**config.mk**
```make
export PLATFORM = sky130hd
export DESIGN_NAME = clock_source_startup_select
export DESIGN_NICKNAME = d
export VERILOG_FILES = /design/src/include/clock_startup_pkg.sv /design/src/clock_source_startup_select.sv
export VERILOG_INCLUDE_DIRS = /design/src /design/src/include
export SDC_FILE = /design/constraint.sdc
export NUM_CORES = 1
export LEC_CHECK = 0
export BUFFER_PORTS_ARGS = -buffer_cell sky130_fd_sc_hd__buf_2
export CAP_MARGIN = 20
export CELL_PAD_IN_SITES_DETAIL_PLACEMENT = 1
export CELL_PAD_IN_SITES_GLOBAL_PLACEMENT = 1
export CORE_MARGIN = 2
export CORE_UTILIZATION = 43
export CTS_BUF_LIST = sky130_fd_sc_hd__clkbuf_4
export CTS_CLUSTER_SIZE = 25
export DETAILED_ROUTE_END_ITERATION = 7
export PLACE_DENSITY_LB_ADDON = 0.25
export REMOVE_ABC_BUFFERS = 1
export SLEW_MARGIN = 0
export SYNTH_ARGS = -nofsm -noshare
export SYNTH_HDL_FRONTEND = slang
export SYNTH_SLANG_ARGS = --single-unit
```
**constraint.sdc**
```tcl
create_clock -name sys_clk_in -period 6.4 [get_ports sys_clk_in]
set_input_delay 0.32 -clock sys_clk_in [delete_from_list [all_inputs] [get_ports sys_clk_in]]
set_output_delay 0.32 -clock sys_clk_in [all_outputs]
set_load 0.05 [all_outputs]
```
**src/include/clock_startup_defs.svh**
```systemverilog
// Offsets, field values, reset values and timing figures of the clock start-up block.
`ifndef CLOCK_STARTUP_DEFS_SVH
`define CLOCK_STARTUP_DEFS_SVH

`define CLK_PERIOD_NS 100
`define TO_4P1MS_NS 4100000
`define TO_65MS_NS 65000000
`define TO_4MS_NS 4000000
`define TO_64MS_NS 64000000

`define RESET_BASE_CK 16'h000e
`define WAKE_LF_SHORT_CK 16'h0400
`define WAKE_LF_LONG_CK 16'h8000
`define WAKE_INT_CK 16'h0006

`define SRCSEL_RC 4'h2
`define SRCSEL_128K 4'h3
`define SRCSEL_LF_HI 3'h3

`define STC_14CK 2'h0
`define STC_4MS 2'h1
`define STC_65MS 2'h2
`define STC_RSVD 2'h3

`define PRESC_DIV1 4'h0
`define PRESC_DIV8 4'h3

`define FACTORY_SRCSEL 4'h2
`define FACTORY_STC 2'h2
`define FACTORY_DIV8 1'h1

`define TRIM_RST 8'h80

`define ADDR_TRIM 32'h0000_0000
`define ADDR_STATUS 32'h0000_0004
`define ADDR_CONFIG 32'h0000_0008

`define RESP_OKAY 2'h0
`define RESP_SLVERR 2'h2

`define SYNC_WAIT 2'h2

`endif

```
**src/include/clock_startup_pkg.sv**
```systemverilog
// Types shared by the clock start-up block.
package clock_startup_pkg;
    typedef enum logic [2:0] {
        ST_SAMPLE = 3'b000,
        ST_TIMEOUT = 3'b001,
        ST_BASE = 3'b010,
        ST_RUN = 3'b011,
        ST_SLEEP = 3'b100,
        ST_WAKE = 3'b101,
        ST_HALT = 3'b110
    } startup_state_e;

    typedef logic [7:0] trim_t;
endpackage

```
**src/clock_source_startup_select.sv**
```systemverilog
// Clock source selection, start-up delay sequencing and RC trim register.
//
// How it works
// - Low-frequency watch crystal is a selectable source.
// - Crystal wake delay 1k or 32k cycles.
// - Crystal reset delay 14CK plus 0/4.1/65ms.
// - Code 0010 selects the internal RC oscillator.
// - RC: wake 6CK, reset 14CK plus 0/4.1/65ms.
// - Reset-pin disable turns 14CK into 14CK+4.1ms.
// - Reset release loads factory byte into trim register.
// - Software may rewrite the 8-bit trim.
// - Trim bit 7 picks low or high range.
// - Ranges overlap: 0x7F above 0x80.
// - Trim bits 6..0 tune monotonically, small steps.
// - Reset time-out timed by watchdog-side clock.
// - Code 0011 selects the 128 kHz oscillator.
// - 128k: wake 6CK, reset 14CK plus 0/4/64ms.
// - Factory default: RC, slow-rise, divide-by-eight.
// - Prescaler resets to 0011 or 0000 by fuse.
`timescale 1ns/10ps
`include "clock_startup_defs.svh"

module clock_source_startup_select #(
    parameter logic [19:0] TO_4P1MS_CYC =
        20'((`TO_4P1MS_NS + `CLK_PERIOD_NS - 1) / `CLK_PERIOD_NS),
    parameter logic [19:0] TO_65MS_CYC =
        20'((`TO_65MS_NS + `CLK_PERIOD_NS - 1) / `CLK_PERIOD_NS),
    parameter logic [19:0] TO_4MS_CYC =
        20'((`TO_4MS_NS + `CLK_PERIOD_NS - 1) / `CLK_PERIOD_NS),
    parameter logic [19:0] TO_64MS_CYC =
        20'((`TO_64MS_NS + `CLK_PERIOD_NS - 1) / `CLK_PERIOD_NS)
) (
    input wire logic sys_clk_in,
    input wire logic resetn_in,
    input wire logic [3:0] clock_source_select_fuses_in,
    input wire logic [1:0] startup_time_fuses_in,
    input wire logic reset_pin_disable_fuse_in,
    input wire logic divide_by_eight_fuse_in,
    input wire logic fuses_erased_in,
    input wire clock_startup_pkg::trim_t factory_cal_in,
    input wire logic src_tick_in,
    input wire logic sleep_req_in,
    input wire logic [31:0] s_axi_awaddr,
    input wire logic s_axi_awvalid,
    output logic s_axi_awready,
    input wire logic [31:0] s_axi_wdata,
    input wire logic [3:0] s_axi_wstrb,
    input wire logic s_axi_wvalid,
    output logic s_axi_wready,
    output logic [1:0] s_axi_bresp,
    output logic s_axi_bvalid,
    input wire logic s_axi_bready,
    input wire logic [31:0] s_axi_araddr,
    input wire logic s_axi_arvalid,
    output logic s_axi_arready,
    output logic [31:0] s_axi_rdata,
    output logic [1:0] s_axi_rresp,
    output logic s_axi_rvalid,
    input wire logic s_axi_rready,
    output logic clock_enable_out,
    output logic sel_lf_crystal_out,
    output logic sel_rc_out,
    output logic sel_128k_out,
    output logic config_error_out,
    output clock_startup_pkg::trim_t rc_oscillator_trim_out,
    output logic [3:0] prescaler_select_field_out
);
    import clock_startup_pkg::*;

    // Pin synchronisers: stage one feeds stage two only.
    logic [18:0] sync1_r;
    logic [18:0] sync2_r;
    logic tick_d_r;
    always_ff @(posedge sys_clk_in or negedge resetn_in) begin
        if (!resetn_in) begin
            sync1_r <= 19'h0_0000;
            sync2_r <= 19'h0_0000;
            tick_d_r <= 1'b0;
        end else begin
            sync1_r <= {clock_source_select_fuses_in, startup_time_fuses_in,
                        reset_pin_disable_fuse_in, divide_by_eight_fuse_in,
                        fuses_erased_in, factory_cal_in, src_tick_in,
                        sleep_req_in};
            sync2_r <= sync1_r;
            tick_d_r <= sync2_r[1];
        end
    end

    logic [3:0] srcsel_s;
    logic [1:0] stc_s;
    logic rstdis_s;
    logic div8_s;
    logic erased_s;
    trim_t cal_s;
    logic tick;
    logic sleep_s;
    assign srcsel_s = sync2_r[18:15];
    assign stc_s = sync2_r[14:13];
    assign rstdis_s = sync2_r[12];
    assign div8_s = sync2_r[11];
    assign erased_s = sync2_r[10];
    assign cal_s = sync2_r[9:2];
    assign tick = sync2_r[1] & ~tick_d_r;
    assign sleep_s = sync2_r[0];

    startup_state_e state_r;
    startup_state_e state_nxt;
    logic [1:0] smp_cnt_r;
    logic [3:0] srcsel_r;
    logic [1:0] stc_r;
    logic rstdis_r;
    logic div8_r;
    logic [19:0] ms_cnt_r;
    logic [15:0] ck_cnt_r;

    // Erased fuses fall back to the shipped source, start-up and divide-by-eight settings; reset-pin disable is taken as read.
    logic [3:0] srcsel_eff;
    logic [1:0] stc_eff;
    logic div8_eff;
    logic cfg_ok;
    assign srcsel_eff = erased_s ? `FACTORY_SRCSEL : srcsel_s;
    assign stc_eff = erased_s ? `FACTORY_STC : stc_s;
    assign div8_eff = erased_s ? `FACTORY_DIV8 : div8_s;
    assign cfg_ok = (stc_eff != `STC_RSVD) &&
                    (srcsel_eff == `SRCSEL_RC ||
                     srcsel_eff == `SRCSEL_128K ||
                     srcsel_eff[3:1] == `SRCSEL_LF_HI);

    logic is_lf;
    logic is_128k;
    assign is_lf = srcsel_r[3:1] == `SRCSEL_LF_HI;
    assign is_128k = srcsel_r == `SRCSEL_128K;

    logic [19:0] ms_target;
    always_comb begin
        case (stc_r)
            `STC_14CK: ms_target = rstdis_r ? TO_4P1MS_CYC : 20'h0_0000;
            `STC_4MS: ms_target = is_128k ? TO_4MS_CYC : TO_4P1MS_CYC;
            `STC_65MS: ms_target = is_128k ? TO_64MS_CYC : TO_65MS_CYC;
            default: ms_target = 20'h0_0000;
        endcase
    end

    logic [15:0] wake_target;
    always_comb begin
        if (is_lf) begin
            wake_target = srcsel_r[0] ? `WAKE_LF_LONG_CK
                                      : `WAKE_LF_SHORT_CK;
        end else begin
            wake_target = `WAKE_INT_CK;
        end
    end

    logic ck_done;
    assign ck_done = tick && (ck_cnt_r + 16'h0001 >=
        ((state_r == ST_WAKE) ? wake_target : `RESET_BASE_CK));

    always_comb begin
        state_nxt = state_r;
        case (state_r)
            ST_SAMPLE: begin
                if (smp_cnt_r == `SYNC_WAIT) begin
                    state_nxt = cfg_ok ? ST_TIMEOUT : ST_HALT;
                end
            end
            ST_TIMEOUT: begin
                if (ms_cnt_r >= ms_target) begin
                    state_nxt = ST_BASE;
                end
            end
            ST_BASE: begin
                if (ck_done) begin
                    state_nxt = ST_RUN;
                end
            end
            ST_RUN: begin
                if (sleep_s) begin
                    state_nxt = ST_SLEEP;
                end
            end
            ST_SLEEP: begin
                if (!sleep_s) begin
                    state_nxt = ST_WAKE;
                end
            end
            ST_WAKE: begin
                if (ck_done) begin
                    state_nxt = ST_RUN;
                end
            end
            ST_HALT: state_nxt = ST_HALT;
            default: state_nxt = ST_HALT;
        endcase
    end

    always_ff @(posedge sys_clk_in or negedge resetn_in) begin
        if (!resetn_in) begin
            state_r <= ST_SAMPLE;
        end else begin
            state_r <= state_nxt;
        end
    end

    // Synchronisers need two edges before the fuse levels can be trusted.
    always_ff @(posedge sys_clk_in or negedge resetn_in) begin
        if (!resetn_in) begin
            smp_cnt_r <= 2'h0;
        end else if (state_r == ST_SAMPLE && smp_cnt_r != `SYNC_WAIT) begin
            smp_cnt_r <= smp_cnt_r + 2'h1;
        end
    end

    always_ff @(posedge sys_clk_in or negedge resetn_in) begin
        if (!resetn_in) begin
            srcsel_r <= 4'h0;
            stc_r <= 2'h0;
            rstdis_r <= 1'b0;
            div8_r <= 1'b0;
        end else if (state_r == ST_SAMPLE && smp_cnt_r == `SYNC_WAIT) begin
            srcsel_r <= srcsel_eff;
            stc_r <= stc_eff;
            rstdis_r <= rstdis_s;
            div8_r <= div8_eff;
        end
    end

    // The system clock stands in for the watchdog oscillator here, so the
    // millisecond time-out runs whatever source was picked.
    always_ff @(posedge sys_clk_in or negedge resetn_in) begin
        if (!resetn_in) begin
            ms_cnt_r <= 20'h0_0000;
        end else if (state_r == ST_TIMEOUT) begin
            ms_cnt_r <= ms_cnt_r + 20'h0_0001;
        end else begin
            ms_cnt_r <= 20'h0_0000;
        end
    end

    always_ff @(posedge sys_clk_in or negedge resetn_in) begin
        if (!resetn_in) begin
            ck_cnt_r <= 16'h0000;
        end else if (state_r != state_nxt) begin
            ck_cnt_r <= 16'h0000;
        end else if (tick && (state_r == ST_BASE || state_r == ST_WAKE)) begin
            ck_cnt_r <= ck_cnt_r + 16'h0001;
        end
    end

    always_ff @(posedge sys_clk_in or negedge resetn_in) begin
        if (!resetn_in) begin
            clock_enable_out <= 1'b0;
            sel_lf_crystal_out <= 1'b0;
            sel_rc_out <= 1'b0;
            sel_128k_out <= 1'b0;
            config_error_out <= 1'b0;
        end else begin
            clock_enable_out <= state_nxt == ST_RUN;
            sel_lf_crystal_out <= is_lf && state_r != ST_SAMPLE;
            sel_rc_out <= srcsel_r == `SRCSEL_RC && state_r != ST_SAMPLE;
            sel_128k_out <= is_128k && state_r != ST_SAMPLE;
            config_error_out <= state_nxt == ST_HALT;
        end
    end

    always_ff @(posedge sys_clk_in or negedge resetn_in) begin
        if (!resetn_in) begin
            prescaler_select_field_out <= `PRESC_DIV1;
        end else if (state_r == ST_SAMPLE && smp_cnt_r == `SYNC_WAIT) begin
            prescaler_select_field_out <=
                div8_eff ? `PRESC_DIV8 : `PRESC_DIV1;
        end
    end

    // AXI4-Lite slave: one write and one read at a time.
    logic wr_go;
    logic rd_go;
    assign wr_go = s_axi_awvalid && s_axi_wvalid && !s_axi_awready &&
                   !s_axi_bvalid;
    assign rd_go = s_axi_arvalid && !s_axi_arready && !s_axi_rvalid;

    always_ff @(posedge sys_clk_in or negedge resetn_in) begin
        if (!resetn_in) begin
            s_axi_awready <= 1'b0;
            s_axi_wready <= 1'b0;
            s_axi_bvalid <= 1'b0;
            s_axi_bresp <= `RESP_OKAY;
        end else begin
            s_axi_awready <= wr_go;
            s_axi_wready <= wr_go;
            if (s_axi_awready) begin
                s_axi_bvalid <= 1'b1;
                s_axi_bresp <= (s_axi_awaddr == `ADDR_TRIM) ? `RESP_OKAY
                                                             : `RESP_SLVERR;
            end else if (s_axi_bready) begin
                s_axi_bvalid <= 1'b0;
            end
        end
    end

    // Trim register: factory byte at reset release, software after that.
    always_ff @(posedge sys_clk_in or negedge resetn_in) begin
        if (!resetn_in) begin
            rc_oscillator_trim_out <= `TRIM_RST;
        end else if (state_r == ST_SAMPLE && smp_cnt_r == `SYNC_WAIT) begin
            rc_oscillator_trim_out <= cal_s;
        end else if (s_axi_awready && s_axi_awaddr == `ADDR_TRIM &&
                     s_axi_wstrb[0]) begin
            rc_oscillator_trim_out <= s_axi_wdata[7:0];
        end
    end

    always_ff @(posedge sys_clk_in or negedge resetn_in) begin
        if (!resetn_in) begin
            s_axi_arready <= 1'b0;
            s_axi_rvalid <= 1'b0;
            s_axi_rdata <= 32'h0000_0000;
            s_axi_rresp <= `RESP_OKAY;
        end else begin
            s_axi_arready <= rd_go;
            if (s_axi_arready) begin
                s_axi_rvalid <= 1'b1;
                s_axi_rresp <= `RESP_OKAY;
                case (s_axi_araddr)
                    `ADDR_TRIM: s_axi_rdata <= {24'h00_0000,
                                                rc_oscillator_trim_out};
                    `ADDR_STATUS: s_axi_rdata <= {24'h00_0000,
                        config_error_out, state_r, sel_128k_out,
                        sel_rc_out, sel_lf_crystal_out, clock_enable_out};
                    `ADDR_CONFIG: s_axi_rdata <= {20'h0_0000, div8_r,
                        rstdis_r, stc_r, srcsel_r, prescaler_select_field_out};
                    default: begin
                        s_axi_rdata <= 32'h0000_0000;
                        s_axi_rresp <= `RESP_SLVERR;
                    end
                endcase
            end else if (s_axi_rready) begin
                s_axi_rvalid <= 1'b0;
            end
        end
    end
endmodule

```
==> qor.csv <==
metric,value,unit
status,"finished, final reports clean",
finalMaxSlewViolations,0,
clkSinkCount,119,
final-hold-violation-count,0,
tightest_slew,0.891,ns
grt_pass1_wl,25.6,mm
ir_drop,175,uV
synthTopCellsByCount,"dfrtp_1 (118), nor2_1 (56), nand2_1 (34), o21ai_0 (34), inv_1 (31)",
area_growth,20.1,%
min_path_type,in -> reg,
setup.worst_path.class,reg -> reg,
fmax,0.273,GHz
critPathArrivalTime,4.12,ns
fp.dieH,123,um
numCtsBuffers,17,
async_flop_share,1.00,
grt_antenna_before_repair,0,
synth.ff_latch_count,119,
slew_headroom,0.405,
setup_viol,0,
ys.flop_type,dfrtp_1,
critical_path.endpoint_type,flip-flop,
core,13800,sq um
synth_area_leader_cell,dfrtp_1,
netlist_top_cells_area,"dfrtp_1 (49%), ha_1 (5.6%), buf_4 (3.5%), nor2_1 (3.5%), o21ai_0 (2.8%)",
num_vias,4890,
clkTransAtPathRegs,0.12,ns
drive_gt1_frac,0.265,
routed_via_density,5.21,
gr-total-overflow,0,
cts_setup_buffers,0,
yosysMostFrequentCell,dfrtp_1,
finalPower,2340,uW
routabilityCongestion,0.805,
cp-start-kind,flip-flop,
crit_fanout,16,
antenna_cells,0,
io_buffers,132,
power_leakage,0.00338,uW
dieArea,15000,sq um
htreeDepth,4,
grt_max_degree,84,
power_density,322,nW/um^2
grt_usage,0.218,
cts_root_buf,clkbuf_4,
worst-r2r-cell-count,12,
ant_nets,0,
synth_top_area_share,0.489,
cts_buffer_depth,2,
whs_path_depth,3,
skew,0.0225,ns
period_minus_slack,3.66,ns
syn_area_per_cell,10.2,sq um
synth.distinct_cells,56,
clock_latency,0.56,ns
dp_hpwl,11.0,mm
cap_violations,0,
routed_wl,15.5,mm
yosys_warnings,0,
nNetsFinal,899,
synth_cells,591,
grt_pass1_vias,5274,
fin_tns_setup,0,ns
rsz0062_at_grt,false,
cp.required,6.85,ns
die_w,123,um
post-route-drc-count,0,
tritoncts,done,
wl_per_cell,16.5,um
io-pin-count,184,
initial_core_util,0.438,
first_pass_iters,4,
rows,43,
drt_iter0_markers,213,
syn_area,6040,sq um
period_share,0.572,
n_fill_cell,1605,
yosysSeqAreaShare,0.493,
synth_edf_count,0,
==> critical path, cell delays in order, from the launching register on <==
cell and delay (ns):
dfrtp_1 0.45, inv_1 0.13, ha_1 0.17, inv_1 0.09, a211oi_1 0.34, nor2_1 0.13, ha_1 0.31, a211o_1 0.29
a21oi_1 0.12, o21ai_1 0.10, o31ai_1 0.36, nand3_1 0.68, nor3_1 0.40
==> power by group <==
part / switching (uW) / internal [uW]
Clock: 329 / 169
Sequential: 131 / 857
Combinational: 586 / 264
==> cell families (layout without fill, tap and decap cells) <==
kind of cell | Yosys count | in the layout | synth area share
AO/OA/AOI/OAI | 88 | 88 | 0.0924
adder cells (fa/ha/maj) | 27 | 27 | 0.0559
buffers and inverters | 81 | 226 | 0.0748
AND/OR/NAND/NOR | 220 | 220 | 0.197
XOR/XNOR | 36 | 36 | 0.0522
flip-flops | 119 | 119 | 0.493
other | 1 | 24 | 0.000621
multiplexers | 19 | 19 | 0.0336
==> final cells by class <==
type | count | area, sq um | share of cell area
clock buffer | 18 | 135 | 0.0186
sequential | 119 | 2980 | 0.411
clock inverter | 14 | 116 | 0.0160
tap | 180 | 225 | 0.0310
inverter | 31 | 116 | 0.0160
multi-input combinational | 414 | 2710 | 0.373
timing repair buffer | 163 | 973 | 0.134
==> path summary, 6_finish.rpt <==
| check | from | end | slack (ns) |
|---|---|---|---|
| min in group asynchronous | resetn_in | ck_cnt_r[11] | 0.27 |
| max reg2reg | stc_r[0] | ck_cnt_r[6] | 2.74 |
| max in group asynchronous | resetn_in | rc_oscillator_trim_out[7] | 5.06 |
| min reg2reg | sync1_r[1] | sync2_r[1] | 0.36 |
| max | stc_r[0] | ck_cnt_r[6] | 2.74 |
| min | s_axi_bready | s_axi_bvalid | 0.04 |
==> sequential cells by signal, summed over array words and instances, names as in the netlist, 2 cells and up <==
signal,flops
rc_oscillator_trim_out,8
srcsel_r,4
sync2_r,19
ck_cnt_r,16
ms_cnt_r,20
s_axi_rdata,12
stc_r,2
state_r,3
smp_cnt_r,2
sync1_r,19
==> layout by cell type, fill, tap and decap left out, types with 2 or more instances in the layout <==
master         instances
clkbuf_4              18
mux2i_1                9
nand3b_1               6
a31oi_1                3
o211ai_1               4
nand4_1               16
dfrtp_1              118
or3_1                  5
a2111oi_0              2
ha_1                  27
xnor2_1               18
a211oi_1               3
nor3b_1                3
inv_6                  7
nand3_1               25
clkinv_2               2
buf_2                132
nor4_1                16
a22oi_1                7
and4_1                 6
nor2_1                56
dlygate4sd3_1         24
inv_1                 31
nor3_1                22
nand2_1               34
a21oi_1               18
buf_4                  6
xor2_1                18
a21o_1                 4
nor2b_1                6
conb_1                24
o21ai_0               34
o31ai_1                2
and3_1                 4
nor3_2                10
mux2_2                10
clkinv_4               3
==> layer usage <==
layer  part of all wire  global-route usage  vias up
met4              0.010              0.0589        0
li1                   -                   -     2343
met2               0.54               0.383       78
met3              0.034              0.0609       19
met5                  0                   0        -
met1               0.41               0.262     2450
==> stage by stage <==
step           std cells  utilization  instance area, sq um  hold WS, ns  setup WS [ns]
6_report             939        0.527                  7250       0.0357           2.74
5_1_grt              939        0.527                  7250       0.0105           2.17
4_1_cts              933        0.522                  7190     0.000584           2.67
3_5_place_dp         879        0.488                  6720        0.322           2.71
3_3_place_gp         879        0.488                  6720        0.311           2.85
2_1_floorplan        564            -                  5790       0.0244           3.45
==> timing repair <==
action                                 4_1_cts  5_1_grt
endpoints found under the hold margin       57        2
setup endpoints to repair                    0        0
gates resized for setup                      0        0
hold buffers                                22        2
No activity file was read; power rests on OpenSTA's default activity.
